==> src/hbs_regs.vh <==
// register map, strap positions and reset values for the host bridge block
// assumes APB byte addressing with one 32-bit word per register
`ifndef HBS_REGS_VH
`define HBS_REGS_VH
`define HBS_ADDR_W        8
`define HBS_OFF_STRAP     8'h00
`define HBS_OFF_PM        8'h04
`define HBS_OFF_CFG       8'h08
`define HBS_OFF_ARB       8'h0c
`define HBS_OFF_MEM       8'h10
`define HBS_OFF_ID        8'h14
`define HBS_ID_VALUE      32'h0000_5a01 // value arbitrary
// strap word bit positions
`define HBS_ST_FREQ       0
`define HBS_ST_QDEPTH     1
`define HBS_ST_QSTART     2
`define HBS_ST_GDIS       3
`define HBS_ST_MCFG       4
`define HBS_ST_BUFM       5
// default strap pattern when nothing is applied externally (pins pulled)
`define HBS_STRAP_DEFAULT 6'h3f
// power management register bits
`define HBS_PM_GCLK       0
// configuration access register fields
`define HBS_CFG_DEV_LO    11
`define HBS_CFG_DEV_HI    15
`define HBS_CFG_GO        31
`define HBS_CFG_EN        24
// memory register fields
`define HBS_MEM_SDRAM     0
`define HBS_MEM_ROWS_LO   8
`define HBS_NUM_ROWS      6
`define HBS_NUM_MASTERS   5
`define HBS_HOST_MHZ      66
`define HBS_QDEPTH_MAX    4'h8
`define HBS_EDO_NS        60
`define HBS_CLK_NS        5
`define HBS_EDO_CYC       ((`HBS_EDO_NS + `HBS_CLK_NS - 1) / `HBS_CLK_NS)
`define HBS_IDLE_CYC      16
`endif

==> src/hbs_bridge.v <==
// host bridge configuration: straps, clock gate, memory rows, pci arbiter
// assumes pclk at 200 MHz, APB master on the same clock, pins unsynchronised
`include "hbs_regs.vh"
`default_nettype none
module hbs_bridge #(
  parameter NM = `HBS_NUM_MASTERS,
  parameter NR = `HBS_NUM_ROWS
) (
  input  wire                   pclk,
  input  wire                   presetn,
  input  wire                   psel,
  input  wire                   penable,
  input  wire                   pwrite,
  input  wire [`HBS_ADDR_W-1:0] paddr,
  input  wire [31:0]            pwdata,
  output reg  [31:0]            prdata,
  output reg                    pready,
  output reg                    pslverr,
  input  wire [5:0]             strap_pins,
  input  wire                   sys_idle,
  output reg                    int_clk_en,
  output reg  [3:0]             queue_depth,
  output reg                    quick_start_mode,
  output reg                    graphics_port_en,
  output reg                    mobile_buffer_mode,
  output reg                    host_66mhz,
  input  wire [NM-1:0]          pci_req_n,
  output reg  [NM-1:0]          pci_gnt_n,
  input  wire                   clkrun_n_in,
  output reg                    clkrun_n_out,
  output reg                    clkrun_n_oe_n,
  output reg                    pci_clk_run,
  output reg  [31:11]           idsel_ad,
  output reg                    cfg_active,
  output reg  [NR-1:0]          mem_cke,
  output reg                    mem_sdram_mode,
  output reg  [7:0]             edo_access_cyc
);
  reg  [1:0]    rel_sync_q;
  reg           strap_done_q;
  reg  [5:0]    strap_s1_q;
  reg  [5:0]    strap_s2_q;
  reg  [5:0]    strap_q;
  reg           pm_gclk_q;
  reg  [31:0]   cfg_q;
  reg  [NR-1:0] rows_q;
  reg           sdram_q;
  reg  [NM-1:0] req_s1_q;
  reg  [NM-1:0] req_s2_q;
  reg  [2:0]    last_q;
  reg  [NM-1:0] gnt_d;
  reg  [2:0]    last_d;
  reg  [1:0]    ckr_s_q;
  reg  [4:0]    idle_cnt_q;
  reg  [31:0]   rd_d;
  reg           err_d;
  reg  [4:0]    cfg_dev;
  wire          setup;
  wire          wr;
  wire [NM-1:0] reqs;
  integer       k;
  integer       idx;
  reg           found;

  // wide constants are cut to their targets on purpose
  localparam [31:0] LAST_RST = NM - 1;
  localparam [31:0] EDO_CYC  = `HBS_EDO_CYC;
  localparam [31:0] IDLE_CYC = `HBS_IDLE_CYC;

  // a configuration cycle starts only with both enable and go set
  function cfg_launch;
    input [31:0] cfg;
    begin
      cfg_launch = cfg[`HBS_CFG_EN] & cfg[`HBS_CFG_GO];
    end
  endfunction

  // devices 0 and 1 are internal, so they never drive an external select
  function [20:0] dev_select;
    input [4:0] dev;
    begin
      if (dev >= 5'h02)
        dev_select = 21'h1 << dev;
      else
        dev_select = 21'h0;
    end
  endfunction

  assign setup = psel & ~penable;
  assign wr = psel & penable & pwrite & pready;
  assign reqs = ~req_s2_q;

  // strap pins are sampled through two stages, then frozen once
  always @(posedge pclk or negedge presetn)
  begin
    if (!presetn)
    begin
      strap_s1_q   <= 6'h00;
      strap_s2_q   <= 6'h00;
      strap_q      <= `HBS_STRAP_DEFAULT;
      rel_sync_q   <= 2'b00;
      strap_done_q <= 1'b0;
    end
    else
    begin
      strap_s1_q <= strap_pins;
      strap_s2_q <= strap_s1_q;
      rel_sync_q <= {rel_sync_q[0], 1'b1};
      // capture waits for the synced release so the pins have settled
      if (rel_sync_q[1] && !strap_done_q)
      begin
        strap_q      <= strap_s2_q;
        strap_done_q <= 1'b1;
      end
    end
  end

  // decoded modes from the frozen straps, sdram mode from the memory register; straps read high = on
  always @(posedge pclk or negedge presetn)
  begin
    if (!presetn)
    begin
      host_66mhz         <= 1'b1;
      queue_depth        <= `HBS_QDEPTH_MAX;
      quick_start_mode   <= 1'b1;
      graphics_port_en   <= 1'b0;
      mobile_buffer_mode <= 1'b1;
      mem_sdram_mode     <= 1'b0;
      edo_access_cyc     <= 8'h00;
    end
    else
    begin
      // other frequency encodings are not offered on this module
      host_66mhz       <= 1'b1;
      queue_depth      <= strap_q[`HBS_ST_QDEPTH] ? `HBS_QDEPTH_MAX
                                                  : 4'h1;
      quick_start_mode <= strap_q[`HBS_ST_QSTART];
      // compatible mode has no graphics port whatever the strap says
      graphics_port_en <= 1'b0;
      mobile_buffer_mode <= strap_q[`HBS_ST_BUFM];
      mem_sdram_mode <= sdram_q;
      edo_access_cyc <= EDO_CYC[7:0];
    end
  end

  // idle clock gating: a short idle filter avoids gating on brief gaps
  always @(posedge pclk or negedge presetn)
  begin
    if (!presetn)
    begin
      idle_cnt_q <= 5'h00;
      int_clk_en <= 1'b1;
    end
    else
    begin
      if (!sys_idle || !pm_gclk_q)
        idle_cnt_q <= 5'h00;
      else if (idle_cnt_q != IDLE_CYC[4:0])
        idle_cnt_q <= idle_cnt_q + 5'h01;
      int_clk_en <= ~(pm_gclk_q && sys_idle &&
                      idle_cnt_q == IDLE_CYC[4:0]);
    end
  end

  // one clock enable per populated bank, sharing one control set
  always @(posedge pclk or negedge presetn)
  begin
    if (!presetn)
      mem_cke <= {NR{1'b0}};
    else
      mem_cke <= rows_q & {NR{int_clk_en}};
  end

  // clock-run: we hold the line low while any master requests the bus
  always @(posedge pclk or negedge presetn)
  begin
    if (!presetn)
    begin
      ckr_s_q       <= 2'b11;
      clkrun_n_out  <= 1'b0;
      clkrun_n_oe_n <= 1'b1;
      pci_clk_run   <= 1'b1;
    end
    else
    begin
      ckr_s_q       <= {ckr_s_q[0], clkrun_n_in};
      // the shared line is only ever pulled low, never driven to a high level
      clkrun_n_out  <= 1'b0;
      clkrun_n_oe_n <= ~(|reqs);
      pci_clk_run   <= ~ckr_s_q[1] | (|reqs) | cfg_active;
    end
  end

  // rotating priority arbiter, search starts after the last grant
  always @*
  begin
    gnt_d  = pci_gnt_n;
    last_d = last_q;
    found  = 1'b0;
    idx    = 0;
    if (~&pci_gnt_n)
    begin
      // a grant is held until its own synced request goes away
      if (!(|(reqs & ~pci_gnt_n)))
        gnt_d = {NM{1'b1}};
    end
    else
    begin
      for (k = 1; k <= NM; k = k + 1)
      begin
        idx = (last_q + k) % NM;
        if (!found && reqs[idx])
        begin
          found  = 1'b1;
          gnt_d  = ~({{(NM-1){1'b0}}, 1'b1} << idx);
          last_d = idx[2:0];
        end
      end
    end
  end

  always @(posedge pclk or negedge presetn)
  begin
    if (!presetn)
    begin
      req_s1_q  <= {NM{1'b1}};
      req_s2_q  <= {NM{1'b1}};
      pci_gnt_n <= {NM{1'b1}};
      last_q    <= LAST_RST[2:0];
    end
    else
    begin
      req_s1_q  <= pci_req_n;
      req_s2_q  <= req_s1_q;
      pci_gnt_n <= gnt_d;
      last_q    <= last_d;
    end
  end

  // configuration select: device number 2.. maps to ad line 11+dev
  always @*
  begin
    cfg_dev = cfg_q[`HBS_CFG_DEV_HI:`HBS_CFG_DEV_LO];
  end

  always @(posedge pclk or negedge presetn)
  begin
    if (!presetn)
    begin
      idsel_ad   <= 21'h0;
      cfg_active <= 1'b0;
    end
    else
    begin
      cfg_active <= cfg_launch(cfg_q);
      // device 0 is the bridge itself, device 1 is reserved internally
      if (cfg_launch(cfg_q))
        idsel_ad <= dev_select(cfg_dev);
      else
        idsel_ad <= 21'h0;
    end
  end

  // register file
  always @*
  begin
    err_d = 1'b0;
    case (paddr)
      `HBS_OFF_STRAP: rd_d = {26'h0, strap_q};
      `HBS_OFF_PM:    rd_d = {30'h0, ~int_clk_en, pm_gclk_q};
      `HBS_OFF_CFG:   rd_d = cfg_q;
      `HBS_OFF_ARB:   rd_d = {19'h0, last_q, 5'h0, ~pci_gnt_n};
      `HBS_OFF_MEM:   rd_d = {16'h0, 2'b00, rows_q, 7'h0, sdram_q};
      `HBS_OFF_ID:    rd_d = `HBS_ID_VALUE; // value arbitrary
      default:
      begin
        rd_d  = 32'h0;
        err_d = 1'b1;
      end
    endcase
  end

  always @(posedge pclk or negedge presetn)
  begin
    if (!presetn)
    begin
      pready    <= 1'b0;
      pslverr   <= 1'b0;
      prdata    <= 32'h0;
      pm_gclk_q <= 1'b0;
      cfg_q     <= 32'h0;
      rows_q    <= {NR{1'b0}};
      sdram_q   <= 1'b0;
    end
    else
    begin
      pready  <= setup;
      pslverr <= setup & err_d;
      prdata  <= (setup && !pwrite) ? rd_d : 32'h0;
      if (cfg_q[`HBS_CFG_GO])
        cfg_q[`HBS_CFG_GO] <= 1'b0;
      if (wr)
      begin
        case (paddr)
          `HBS_OFF_PM:  pm_gclk_q <= pwdata[`HBS_PM_GCLK];
          `HBS_OFF_CFG: cfg_q <= pwdata;
          `HBS_OFF_MEM:
          begin
            // a single technology bit covers every row
            sdram_q <= pwdata[`HBS_MEM_SDRAM];
            rows_q  <= pwdata[`HBS_MEM_ROWS_LO +: NR];
          end
          // strap, arbiter and id words are read-only; writes are dropped
          default:
          begin
          end
        endcase
      end
    end
  end
endmodule
`default_nettype wire

==> config.mk <==
export PLATFORM = sky130hd
export DESIGN_NAME = hbs_bridge
export DESIGN_NICKNAME = d
export VERILOG_FILES = /design/src/hbs_bridge.v
export VERILOG_INCLUDE_DIRS = /design/src /design/src/src
export SDC_FILE = /design/constraint.sdc
export NUM_CORES = 1
export LEC_CHECK = 0
export BUFFER_PORTS_ARGS = -buffer_cell sky130_fd_sc_hd__clkbuf_2
export CAP_MARGIN = 20
export CORE_MARGIN = 4
export CORE_UTILIZATION = 43
export CTS_CLUSTER_SIZE = 16
export DETAILED_ROUTE_END_ITERATION = 12
export PLACE_DENSITY = 0.69
export SLEW_MARGIN = 20
export SYNTH_ARGS = -nofsm -noshare
export SYNTH_HDL_FRONTEND = slang
export SYNTH_SLANG_ARGS = --single-unit
==> constraint.sdc <==
create_clock -name pclk -period 5 [get_ports pclk]
set_input_delay 1.5 -clock pclk [delete_from_list [all_inputs] [get_ports pclk]]
set_output_delay 1.5 -clock pclk [all_outputs]
set_load 0.01 [all_outputs]
# Yosys cells after proc, flatten, opt, wreduce, memory -nomap -nowiden
# Cells that the tools add are included.
totals:
  reg_bits: 159
  inputBits: 58
  output_inout_bits: 88
  wordCells: 158
classes:
  n_addsub: 6
  div_mod_pow: 5
  order_cmp: 6
  eq_ne: 9
  n_shift: 6
  mux: 45
  n_bitwise: 22
  reduce_logical: 29
ops:
  columns: ["operator", "n"]
  rows:
  - ["$pmux W32 S6", 1]
  - ["$lt A32 B5 Y1 const B", 5]
  - ["$mod A32 B3 Y32 const B", 5]
  - ["$shl A1 B32 Y5 const A", 5]
  - ["$mux W32", 3]
  - ["$mux W5", 9]
  - ["$mux W21", 2]
  - ["$not A5 Y5", 7]
  - ["$shl A1 B5 Y21 const A", 1]
  - ["$mux W1", 19]
  - ["$eq A8 B4 Y1 const B", 2]
  - ["$eq A8 B5 Y1 const B", 2]
  - ["$bmux W1 S3", 5]
  - ["$mux W3", 5]
  - ["$reduce_or A5 Y1", 2]
  - ["$add A3 B2 Y4 const B", 2]
  - ["$add A3 B3 Y4 const B", 2]
  - ["$eq A8 B3 Y1 const B", 1]
  - ["$logic_and A1 B1 Y1", 8]
  - ["$logic_not A1 Y1", 8]
  - ["$logic_not A8 Y1", 1]
  - ["$reduce_and A2 Y1", 4]
  - ["$and A1 B1 Y1", 6]
  - ["$and A6 B6 Y6", 1]
  - ["other kinds (17)", 22]

# Logic depth before layout (Yosys ltp)
# Gate-level depths: netlist of run 1.
logic_depth:
  depth_word: 23
  mapped_depth: 24
  ltp_nobuf: 18

# Least setup slack after synthesis of run 1
# No wires, ideal clock.
synth_timing:
  path_type: "reg-to-reg"
  startpoint: "register last_q[0]"
  endpoint: "register last_q[0]"
  setup_ps: 82
  arrival_time_ps: 4914
  t_required_ps: 4918
  setup_slack_ps: 4
  stages_incl_launch_ff: 24
  path_buffers: 8
  period_less_slack_ps: 4996
  path_cell_list: "dfrtp_1 > buf_6 > buf_2 > buf_6 > clkbuf_1 > clkbuf_8 > inv_1 > ha_1 > buf_6 > clkbuf_4 > o211ai_1 > a21boi_0 > ha_1 > nand2_1 > a31o_2 > a221oi_2 > nand3_1 > a211o_1 > o211ai_4 > buf_6 > nor2_2 > a21o_1 > a211o_1 > a31oi_1"
synth_via:
  elab_chain_cells: 23
  elab_cells_between_ends: 48
  classes_between: "5 x add/sub; 5 x div; 28 x mux; 10 x reduce/logical"
synth_rtl:
  columns: ["item", "line_no", "text"]
  rows:
  - ["start: declaration", "hbs_bridge.v:50", "reg [2:0] last_q;"]
  - ["start signal: assignment", "hbs_bridge.v:229", "last_q <= LAST_RST[2:0];"]
  - ["start signal: assignment", "hbs_bridge.v:236", "last_q <= last_d;"]
  - ["$add A3 B1 Y4", "hbs_bridge.v:211", "idx = (last_q + k) % NM;"]
  - ["$mod A32 B3 Y32", "hbs_bridge.v:211", null]
  - ["$bmux W1 S3", "hbs_bridge.v:212", "if (!found && reqs[idx])"]
  - ["$mux W1 (not written as such) (2 in a row)", "hbs_bridge.v:212", null]
  - ["$mux W1", "hbs_bridge.v:212", null]
  - ["$mux W1", "hbs_bridge.v:201", "if (~&pci_gnt_n)"]
  - ["$logic_not A1 Y1", "hbs_bridge.v:212", null]
  - ["$logic_and A1 B1 Y1", "hbs_bridge.v:212", null]
  - ["[... 6 more ...]", null, null]
  - ["$logic_not A1 Y1", "hbs_bridge.v:212", null]
  - ["$logic_and A1 B1 Y1", "hbs_bridge.v:212", null]
  - ["$mux W1", "hbs_bridge.v:212", null]
  - ["$mux W1", "hbs_bridge.v:201", null]
  - ["$logic_not A1 Y1", "hbs_bridge.v:212", null]
  - ["$logic_and A1 B1 Y1", "hbs_bridge.v:212", null]
  - ["$reduce_bool A5 Y1 (no line)", null, null]
  - ["$reduce_and A6 Y1 (no line)", null, null]
# Parallel ways exist; a longest one is shown, timed or not. The select of a mux whose other input is x is not followed.
# A chain may end at the register's enable or synchronous reset.

# Worst setup path in the final report of run 1
layout_timing:
  startpoint: "register last_q[2]"
  endpoint: "register pci_gnt_n[3]"
layout_via:
  elab_chain_cells: 23
  elab_cells_between_ends: 59
  classes_between: "5 x add/sub; 5 x div; 1 x eq/ne; 5 x shift; 29 x mux; 5 x bitwise; 9 x reduce/logical"
layout_rtl:
  columns: ["item", "line_no", "text"]
  rows:
  - ["$add A3 B1 Y4", "hbs_bridge.v:211", null]
  - ["$mod A32 B3 Y32", "hbs_bridge.v:211", null]
  - ["$bmux W1 S3", "hbs_bridge.v:212", null]
  - ["$mux W1 (not written as such) (2 in a row)", "hbs_bridge.v:212", null]
  - ["$mux W1", "hbs_bridge.v:212", null]
  - ["$mux W1", "hbs_bridge.v:201", null]
  - ["$logic_not A1 Y1", "hbs_bridge.v:212", null]
  - ["$logic_and A1 B1 Y1", "hbs_bridge.v:212", null]
  - ["[... 6 more ...]", null, null]
  - ["$logic_not A1 Y1", "hbs_bridge.v:212", null]
  - ["$logic_and A1 B1 Y1", "hbs_bridge.v:212", null]
  - ["$mux W1", "hbs_bridge.v:212", null]
  - ["$mux W1", "hbs_bridge.v:201", null]
  - ["$logic_not A1 Y1", "hbs_bridge.v:212", null]
  - ["$logic_and A1 B1 Y1", "hbs_bridge.v:212", null]
  - ["$ne A6 B1 Y1 (no line) or $mux W5 (tied branches)", null, null]
  - ["$reduce_and A2 Y1 (no line) or $mux W5 (tied branches)", null, null]
  - ["end signal: assignment", "hbs_bridge.v:228", "pci_gnt_n <= {NM{1'b1}};"]
  - ["end signal: assignment", "hbs_bridge.v:235", "pci_gnt_n <= gnt_d;"]
  - ["end: declaration", "hbs_bridge.v:28", "output reg [NM-1:0] pci_gnt_n,"]
# Parallel ways exist; a longest one is shown, timed or not. The select of a mux whose other input is x is not followed.

==> results of run 1 <==
final timing paths:
check,to,slack (ns),cells after the start
max,pci_gnt_n[3],0.37,14
min,strap_s2_q[3],0.35,0
max reg2reg,pci_gnt_n[3],0.37,14
min reg2reg,strap_s2_q[3],0.35,0
max in group asynchronous,strap_q[2],2.99,3
min in group asynchronous,idsel_ad[26],0.99,1
layout make-up:
class | instances | area (um2)
inverters | 33 | 123.9
well taps | 260 | 325.3
repair buffers | 165 | 942.2
clock inverters | 14 | 202.7
clock buffers | 18 | 439.2
flip-flops and latches | 156 | 3941
multi-input cells | 580 | 4070
fillers | 1663 | 8911
cells by family after synthesis:
kind of cell	Yosys count	share of synthesized area
fa+ha+maj	28	0.04170
mux	59	0.08265
simple gates	273	0.1702
buf+inv	87	0.05421
flops	156	0.4691
other cells	2	0.0008939
xor+xnor	14	0.01459
compound gates	192	0.1666
power breakdown:
group,internal [mW],total [mW],switching (mW)
Clock,0.822,1.39,0.569
Sequential,1.35,1.41,0.0627
Combinational,2.02,5.31,3.29
Total,4.19,8.11,3.93
per-stage QoR:
| step | power (mW) | utilization | std cells | setup slack, ns |
|---|---|---|---|---|
| finish | 8.112 | 0.5299 | 1226 | 0.3729 |
| global route | 8.709 | 0.5299 | 1226 | 0.01168 |
| CTS | 7.986 | 0.5277 | 1225 | 0.3132 |
| floorplan | 5.318 | - | 823 | 0.004239 |
| global placement | 6.603 | 0.4939 | 1193 | 0.4316 |
| detailed placement | 6.563 | 0.4939 | 1193 | 0.3534 |
routing by layer:
layer | track usage | up-vias | part of all wire
met4 | 0.07456 | 0 | 0.028
met2 | 0.3260 | 269 | 0.47
met3 | 0.04353 | 48 | 0.059
met5 | 0 | - | 0
met1 | 0.2806 | 3260 | 0.44
li1 | - | 3203 | -
Yosys cell counts, types with 7 or more instances:
master | n | share of area
buf_4 | 14 | 0.013
nor2_1 | 67 | 0.030
nor4_1 | 10 | 0.0074
dfstp_2 | 30 | 0.094
nand2b_1 | 10 | 0.0074
and2_1 | 11 | 0.0082
inv_1 | 30 | 0.013
a31oi_1 | 14 | 0.010
nand3b_1 | 10 | 0.0089
xnor2_1 | 11 | 0.011
dfrtp_1 | 126 | 0.38
or2_2 | 7 | 0.0052
o21ai_0 | 41 | 0.024
clkbuf_1 | 20 | 0.0089
ha_1 | 28 | 0.042
a21oi_1 | 26 | 0.015
o211ai_1 | 7 | 0.0063
nand2_1 | 55 | 0.025
and3_1 | 27 | 0.020
mux2_2 | 43 | 0.058
a21o_1 | 8 | 0.0071
mux2i_1 | 12 | 0.014
a211oi_1 | 8 | 0.0071
nand3_1 | 20 | 0.012
nor3_1 | 18 | 0.011
sequential cells by signal, summed over array words and instances, names as in the netlist, 2 cells and up:
name and flops:
cfg_q 32, ckr_s_q 2, idle_cnt_q 5, idsel_ad 21
last_q 3, mem_cke 6, pci_gnt_n 5, prdata 32
queue_depth 2, rel_sync_q 2, req_s1_q 5, req_s2_q 5
rows_q 6, strap_q 6, strap_s1_q 6, strap_s2_q 6
worst max-delay path, cell delays in order (launching register included):
cell	delay [ns]
dfstp_2	0.64
ha_2	0.39
a21oi_2	0.10
xnor2_1	0.46
ha_1	0.34
nor2b_1	0.17
a31oi_1	0.09
nor2_1	0.38
a2111oi_0	0.16
o41ai_2	0.62
o41ai_4	0.29
nor4b_4	0.50
nand4_1	0.16
a21oi_1	0.19
a211oi_1	0.07
==> flow_summary.json, run 1 <==
{
  "status": "finished, final reports clean",
  "leakagePower_nw": 4.815,
  "endpoint_kind": "flip-flop",
  "r2r_start": "last_q[2]",
  "antenna_found_initial": 0,
  "netlist_instances": 811,
  "synth_flop_cell": "dfrtp_1",
  "grt_first_pass_wirelength_mm": 35.96,
  "start_kind": "flip-flop",
  "cp.arrival_ns": 4.97,
  "n_antenna_cell": 0,
  "drt_iter0_markers": 550,
  "drive_above_1_share": 0.3219,
  "area_growth_pct": 19.55,
  "fmax_mhz": 216.1,
  "drc": 0,
  "rows": 50,
  "hp-start": "strap_s1_q[3]",
  "hold_viol": 0,
  "layout_commonest_cell": "clkbuf_2",
  "cts_buffers": 17,
  "clock_latency_ns": 0.43,
  "grt_pass1_vias": 6684,
  "netlist_area_um2": 8402,
  "worstSetupStartpoint": "last_q[2]",
  "viasPerCell": 5.530,
  "async_reset_ff_frac": 1.000,
  "avgSynthCellArea_um2": 10.36,
  "mostFrequentLayoutCells": "133 x clkbuf_2, 126 x dfrtp_1, 67 x nor2_1",
  "setup_viol": 0,
  "cp_max_fo": 14,
  "final_nets": 1039,
  "clk_pin_slew_worst_paths_ns": 0.07,
  "htree_levels": 4,
  "clockBufferDepth": 2,
  "drtAntennaViolNets": 0,
  "synth_cell_types": 90,
  "ys_warn_count": 0,
  "finClkSkew_ns": 0.008569,
  "grt_util_all_layers": 0.2058,
  "via_count": 6780,
  "synth_edf_count": 0,
  "wl_per_cell_um": 18.27,
  "tritoncts": "built",
  "die_y_um": 147.8,
  "ctsHoldBuffers": 0,
  "cap_viol_max_count": 0,
  "start_util": 0.4432,
  "core_area_um2": 18960,
  "fin_crit_ns": 4.627,
  "root_buffer": "clkbuf_16",
  "min_path_type": "flip-flop to flip-flop",
  "cts.sinks": 156,
  "grt_max_degree": 110,
  "fin_area_um2": 10040,
  "io_pins": 146,
  "numPortBuffers": 134,
  "grt_overflow_total": 0,
  "dp_hpwl_mm": 16.26,
  "period_share": 0.9254,
  "placed_area_um2": 9361,
  "place.gp.congestion": 0.9397,
  "maxSlewViolCount": 0,
  "cts_setup_buffers": 0,
  "ys_ff_latch": 156,
  "ys_seq_area_frac": 0.4691,
  "post_cts_resized": 0,
  "max-vdd-ir-drop_mv": 0.4255,
  "worstMarginPinSlew_ns": 0.9293,
  "wl_mm": 22.40,
  "finalSetupTns_ns": 0,
  "fin_hold_ws_ns": 0.3496,
  "drt_pass1_iterations": 6,
  "die-area_um2": 21840,
  "relSlewSlack": 0.3760,
  "die_w_um": 147.8,
  "worst-setup-path-type": "flip-flop to flip-flop",
  "powerDensity_nw_per_um2": 807.6,
  "worstPathRequired_ns": 5.34,
  "rsz0062_at_grt": "no"
}
(Power assumes the default switching activity.)
==> run 2, diff against run 1 <==
--- a/config.mk
+++ b/config.mk
@@ -6,6 +6,7 @@
 export SDC_FILE = /design/constraint.sdc
 export NUM_CORES = 1
 export LEC_CHECK = 0
+export ABC_AREA = 1
 export BUFFER_PORTS_ARGS = -buffer_cell sky130_fd_sc_hd__clkbuf_2
 export CAP_MARGIN = 20
 export CORE_MARGIN = 4
==> flow_summary.json, run 2 <==
{
  "root_buffer": "clkbuf_16",
  "hold_viol": 0,
  "layout_commonest_cell": "nand2_1",
  "avgSynthCellArea_um2": 8.563,
  "fin_crit_ns": 4.236,
  "reg_top3": "cfg_q: 32 flops, prdata: 32 flops, idsel_ad: 21 flops",
  "dp_hpwl_mm": 15.22,
  "hp-start": "req_s1_q[3]",
  "viasPerCell": 4.869,
  "yosysMostFrequentCell": "nand2_1",
  "n_antenna_cell": 0,
  "cts.sinks": 156,
  "mostFrequentLayoutCells": "227 x nand2_1, 133 x clkbuf_2, 126 x dfrtp_1",
  "min_path_type": "flip-flop to flip-flop",
  "clockBufferDepth": 2,
  "start_util": 0.4436,
  "final_util": 0.5228,
  "worstMarginPinSlew_ns": 0.9666,
  "synth_cell_types": 51,
  "ys_seq_area_frac": 0.4687,
  "cp_slowest_cell": "dfrtp_1",
  "cap_viol_max_count": 0,
  "antenna_found_initial": 0,
  "via_count": 6782,
  "synth_area_leader_cell": "dfrtp_1",
  "worst-path-buf-inv": 2,
  "drtAntennaViolNets": 0,
  "worst-setup-path-type": "flip-flop to flip-flop",
  "post_cts_resized": 0,
  "async_reset_ff_frac": 1.000,
  "netlist_area_um2": 8409,
  "ys_ff_latch": 156,
  "r2r_start": "last_q[1]",
  "worstPathRequired_ns": 5.33,
  "final_nets": 1206,
  "grt_pass1_vias": 6741,
  "ctsHoldBuffers": 0,
  "powerDensity_nw_per_um2": 793.1,
  "leakagePower_nw": 5.094,
  "status": "finished, final reports clean",
  "netlist_instances": 982,
  "start_kind": "flip-flop",
  "clk_pin_slew_worst_paths_ns": 0.07,
  "drc": 0,
  "cp_max_fo": 13,
  "synth_edf_count": 0,
  "rsz0062_at_grt": "no",
  "numPortBuffers": 134,
  "place.gp.congestion": 0.8549,
  "grt_util_all_layers": 0.1896,
  "synth_top_area_frac": 0.3749,
  "cp_common_cell": "nand2_1",
  "synthTopCellsByArea": "dfrtp_1 37%, nand2_1 10%, dfstp_2 9.4%",
  "wl_per_cell_um": 14.61,
  "finalSetupTns_ns": 0,
  "ys_warn_count": 0,
  "clock_latency_ns": 0.42,
  "cts_buffers": 17,
  "grt_overflow_total": 0,
  "cp.arrival_ns": 4.57,
  "period_share": 0.8473,
  "fmax_mhz": 236.0,
  "drt_iter0_markers": 429,
  "grt_first_pass_wirelength_mm": 33.53,
  "finClkSkew_ns": 0.01608,
  "drt_pass1_iterations": 6,
  "setup_viol": 0,
  "relSlewSlack": 0.3556,
  "synth_flop_cell": "dfrtp_1",
  "cts_setup_buffers": 0,
  "maxSlewViolCount": 0,
  "netlist_top_cells_count": "227 x nand2_1, 126 x dfrtp_1, 101 x nor2_1",
  "die_y_um": 147.8,
  "wl_mm": 20.35,
  "grt_max_degree": 111,
  "die-area_um2": 21860,
  "path_cells": "inv_1 -> ha_1 -> nand2_1 -> nand3_1 -> xor2_1 -> inv_1 -> ha_1 -> nand2_1 -> nand3_2 -> nand2_2 -> nand2_2 -> nand2_1 -> nand2_1 -> nand3_1 -> nand3_1 -> nand2_2 -> nand3_1 -> o21ai_0 -> nand2_1 -> nand3_1 -> nand2_1 -> a21oi_1",
  "worstSetupStartpoint": "last_q[1]",
  "rows": 50,
  "io_pins": 146,
  "core_area_um2": 18960,
  "drive_above_1_share": 0.2860,
  "area_growth_pct": 17.84,
  "endpoint_kind": "flip-flop",
  "die_w_um": 147.8,
  "htree_levels": 4,
  "max-vdd-ir-drop_mv": 0.4310,
  "tritoncts": "built",
  "max_stage_delay_ns": 0.64,
  "crit_family": "simple AND/OR/NAND/NOR gates"
}
==> run 2: area by class of cell <==
type                       instances  area (um2)
clock buffer                      21       470.5
clock inverter                    11       126.4
fill                            1739        9046
inverter                         111       426.7
multi-input combinational        693        3877
sequential                       156        3941
tap                              260       325.3
timing repair buffer             141       742.0
==> run 2: kinds of logic (layout without fill, tap and decap cells) <==
kind of cell | Yosys count | after routing | synth area share
buffers and inverters | 145 | 284 | 0.07633
DFF | 156 | 156 | 0.4687
other | 2 | 14 | 0.0008931
AOI/OAI and AO/OA | 95 | 95 | 0.06606
adders and majority gates | 28 | 28 | 0.04166
xor gates and xnor gates | 7 | 7 | 0.007291
muxes | 27 | 27 | 0.03616
and+or+nand+nor | 522 | 522 | 0.3029
==> run 2: stage by stage <==
step           cell area (um2)  worst slack (ns)  power (mW)  hold slack [ns]  cells
3_3_place_gp              9313            0.8689       6.531           0.3316   1361
6_report                  9910            0.7635       7.859           0.3476   1393
5_1_grt                   9910            0.2649       8.582           0.3580   1393
2_1_floorplan             8454             1.156       5.656           0.3312    994
3_5_place_dp              9313            0.8420       6.552           0.3404   1361
4_1_cts                   9910            0.8090       7.855           0.3513   1393
==> run 2: worst paths after layout <==
kind                           endpoint  slack, ns  cells past startpoint
max                        pci_gnt_n[2]       0.76                     22
min                         req_s2_q[3]       0.35                      0
max reg2reg                pci_gnt_n[2]       0.76                     22
min reg2reg                 req_s2_q[3]       0.35                      0
max in group asynchronous   req_s1_q[1]       2.93                      2
min in group asynchronous  idsel_ad[21]       1.21                      1
==> run 2: routing by layer <==
| layer | GRT usage | up-vias | share of wire |
|---|---|---|---|
| met5 | 0 | - | 0 |
| met4 | 0.05173 | 0 | 0.017 |
| met3 | 0.03771 | 24 | 0.044 |
| met2 | 0.3177 | 142 | 0.48 |
| met1 | 0.2524 | 3206 | 0.46 |
| li1 | - | 3410 | - |
==> run 2: report_power, final <==
part           switching, mW  internal (mW)
Sequential            0.0739           1.38
Combinational           3.53           1.61
Clock                  0.534          0.741
Total                   4.13           3.73
==> run 2: worst reg2reg max path, cell delays in order (launching register included) <==
cell and delay (ns):
dfrtp_1 0.64, inv_1 0.28, ha_1 0.47, nand2_1 0.10, nand3_1 0.14, xor2_1 0.15, inv_1 0.10, ha_1 0.24
nand2_1 0.09, nand3_2 0.11, nand2_2 0.15, nand2_2 0.09, nand2_1 0.13, nand2_1 0.07, nand3_1 0.07, nand3_1 0.09
nand2_2 0.19, nand3_1 0.34, o21ai_0 0.31, nand2_1 0.08, nand3_1 0.08, nand2_1 0.08, a21oi_1 0.14
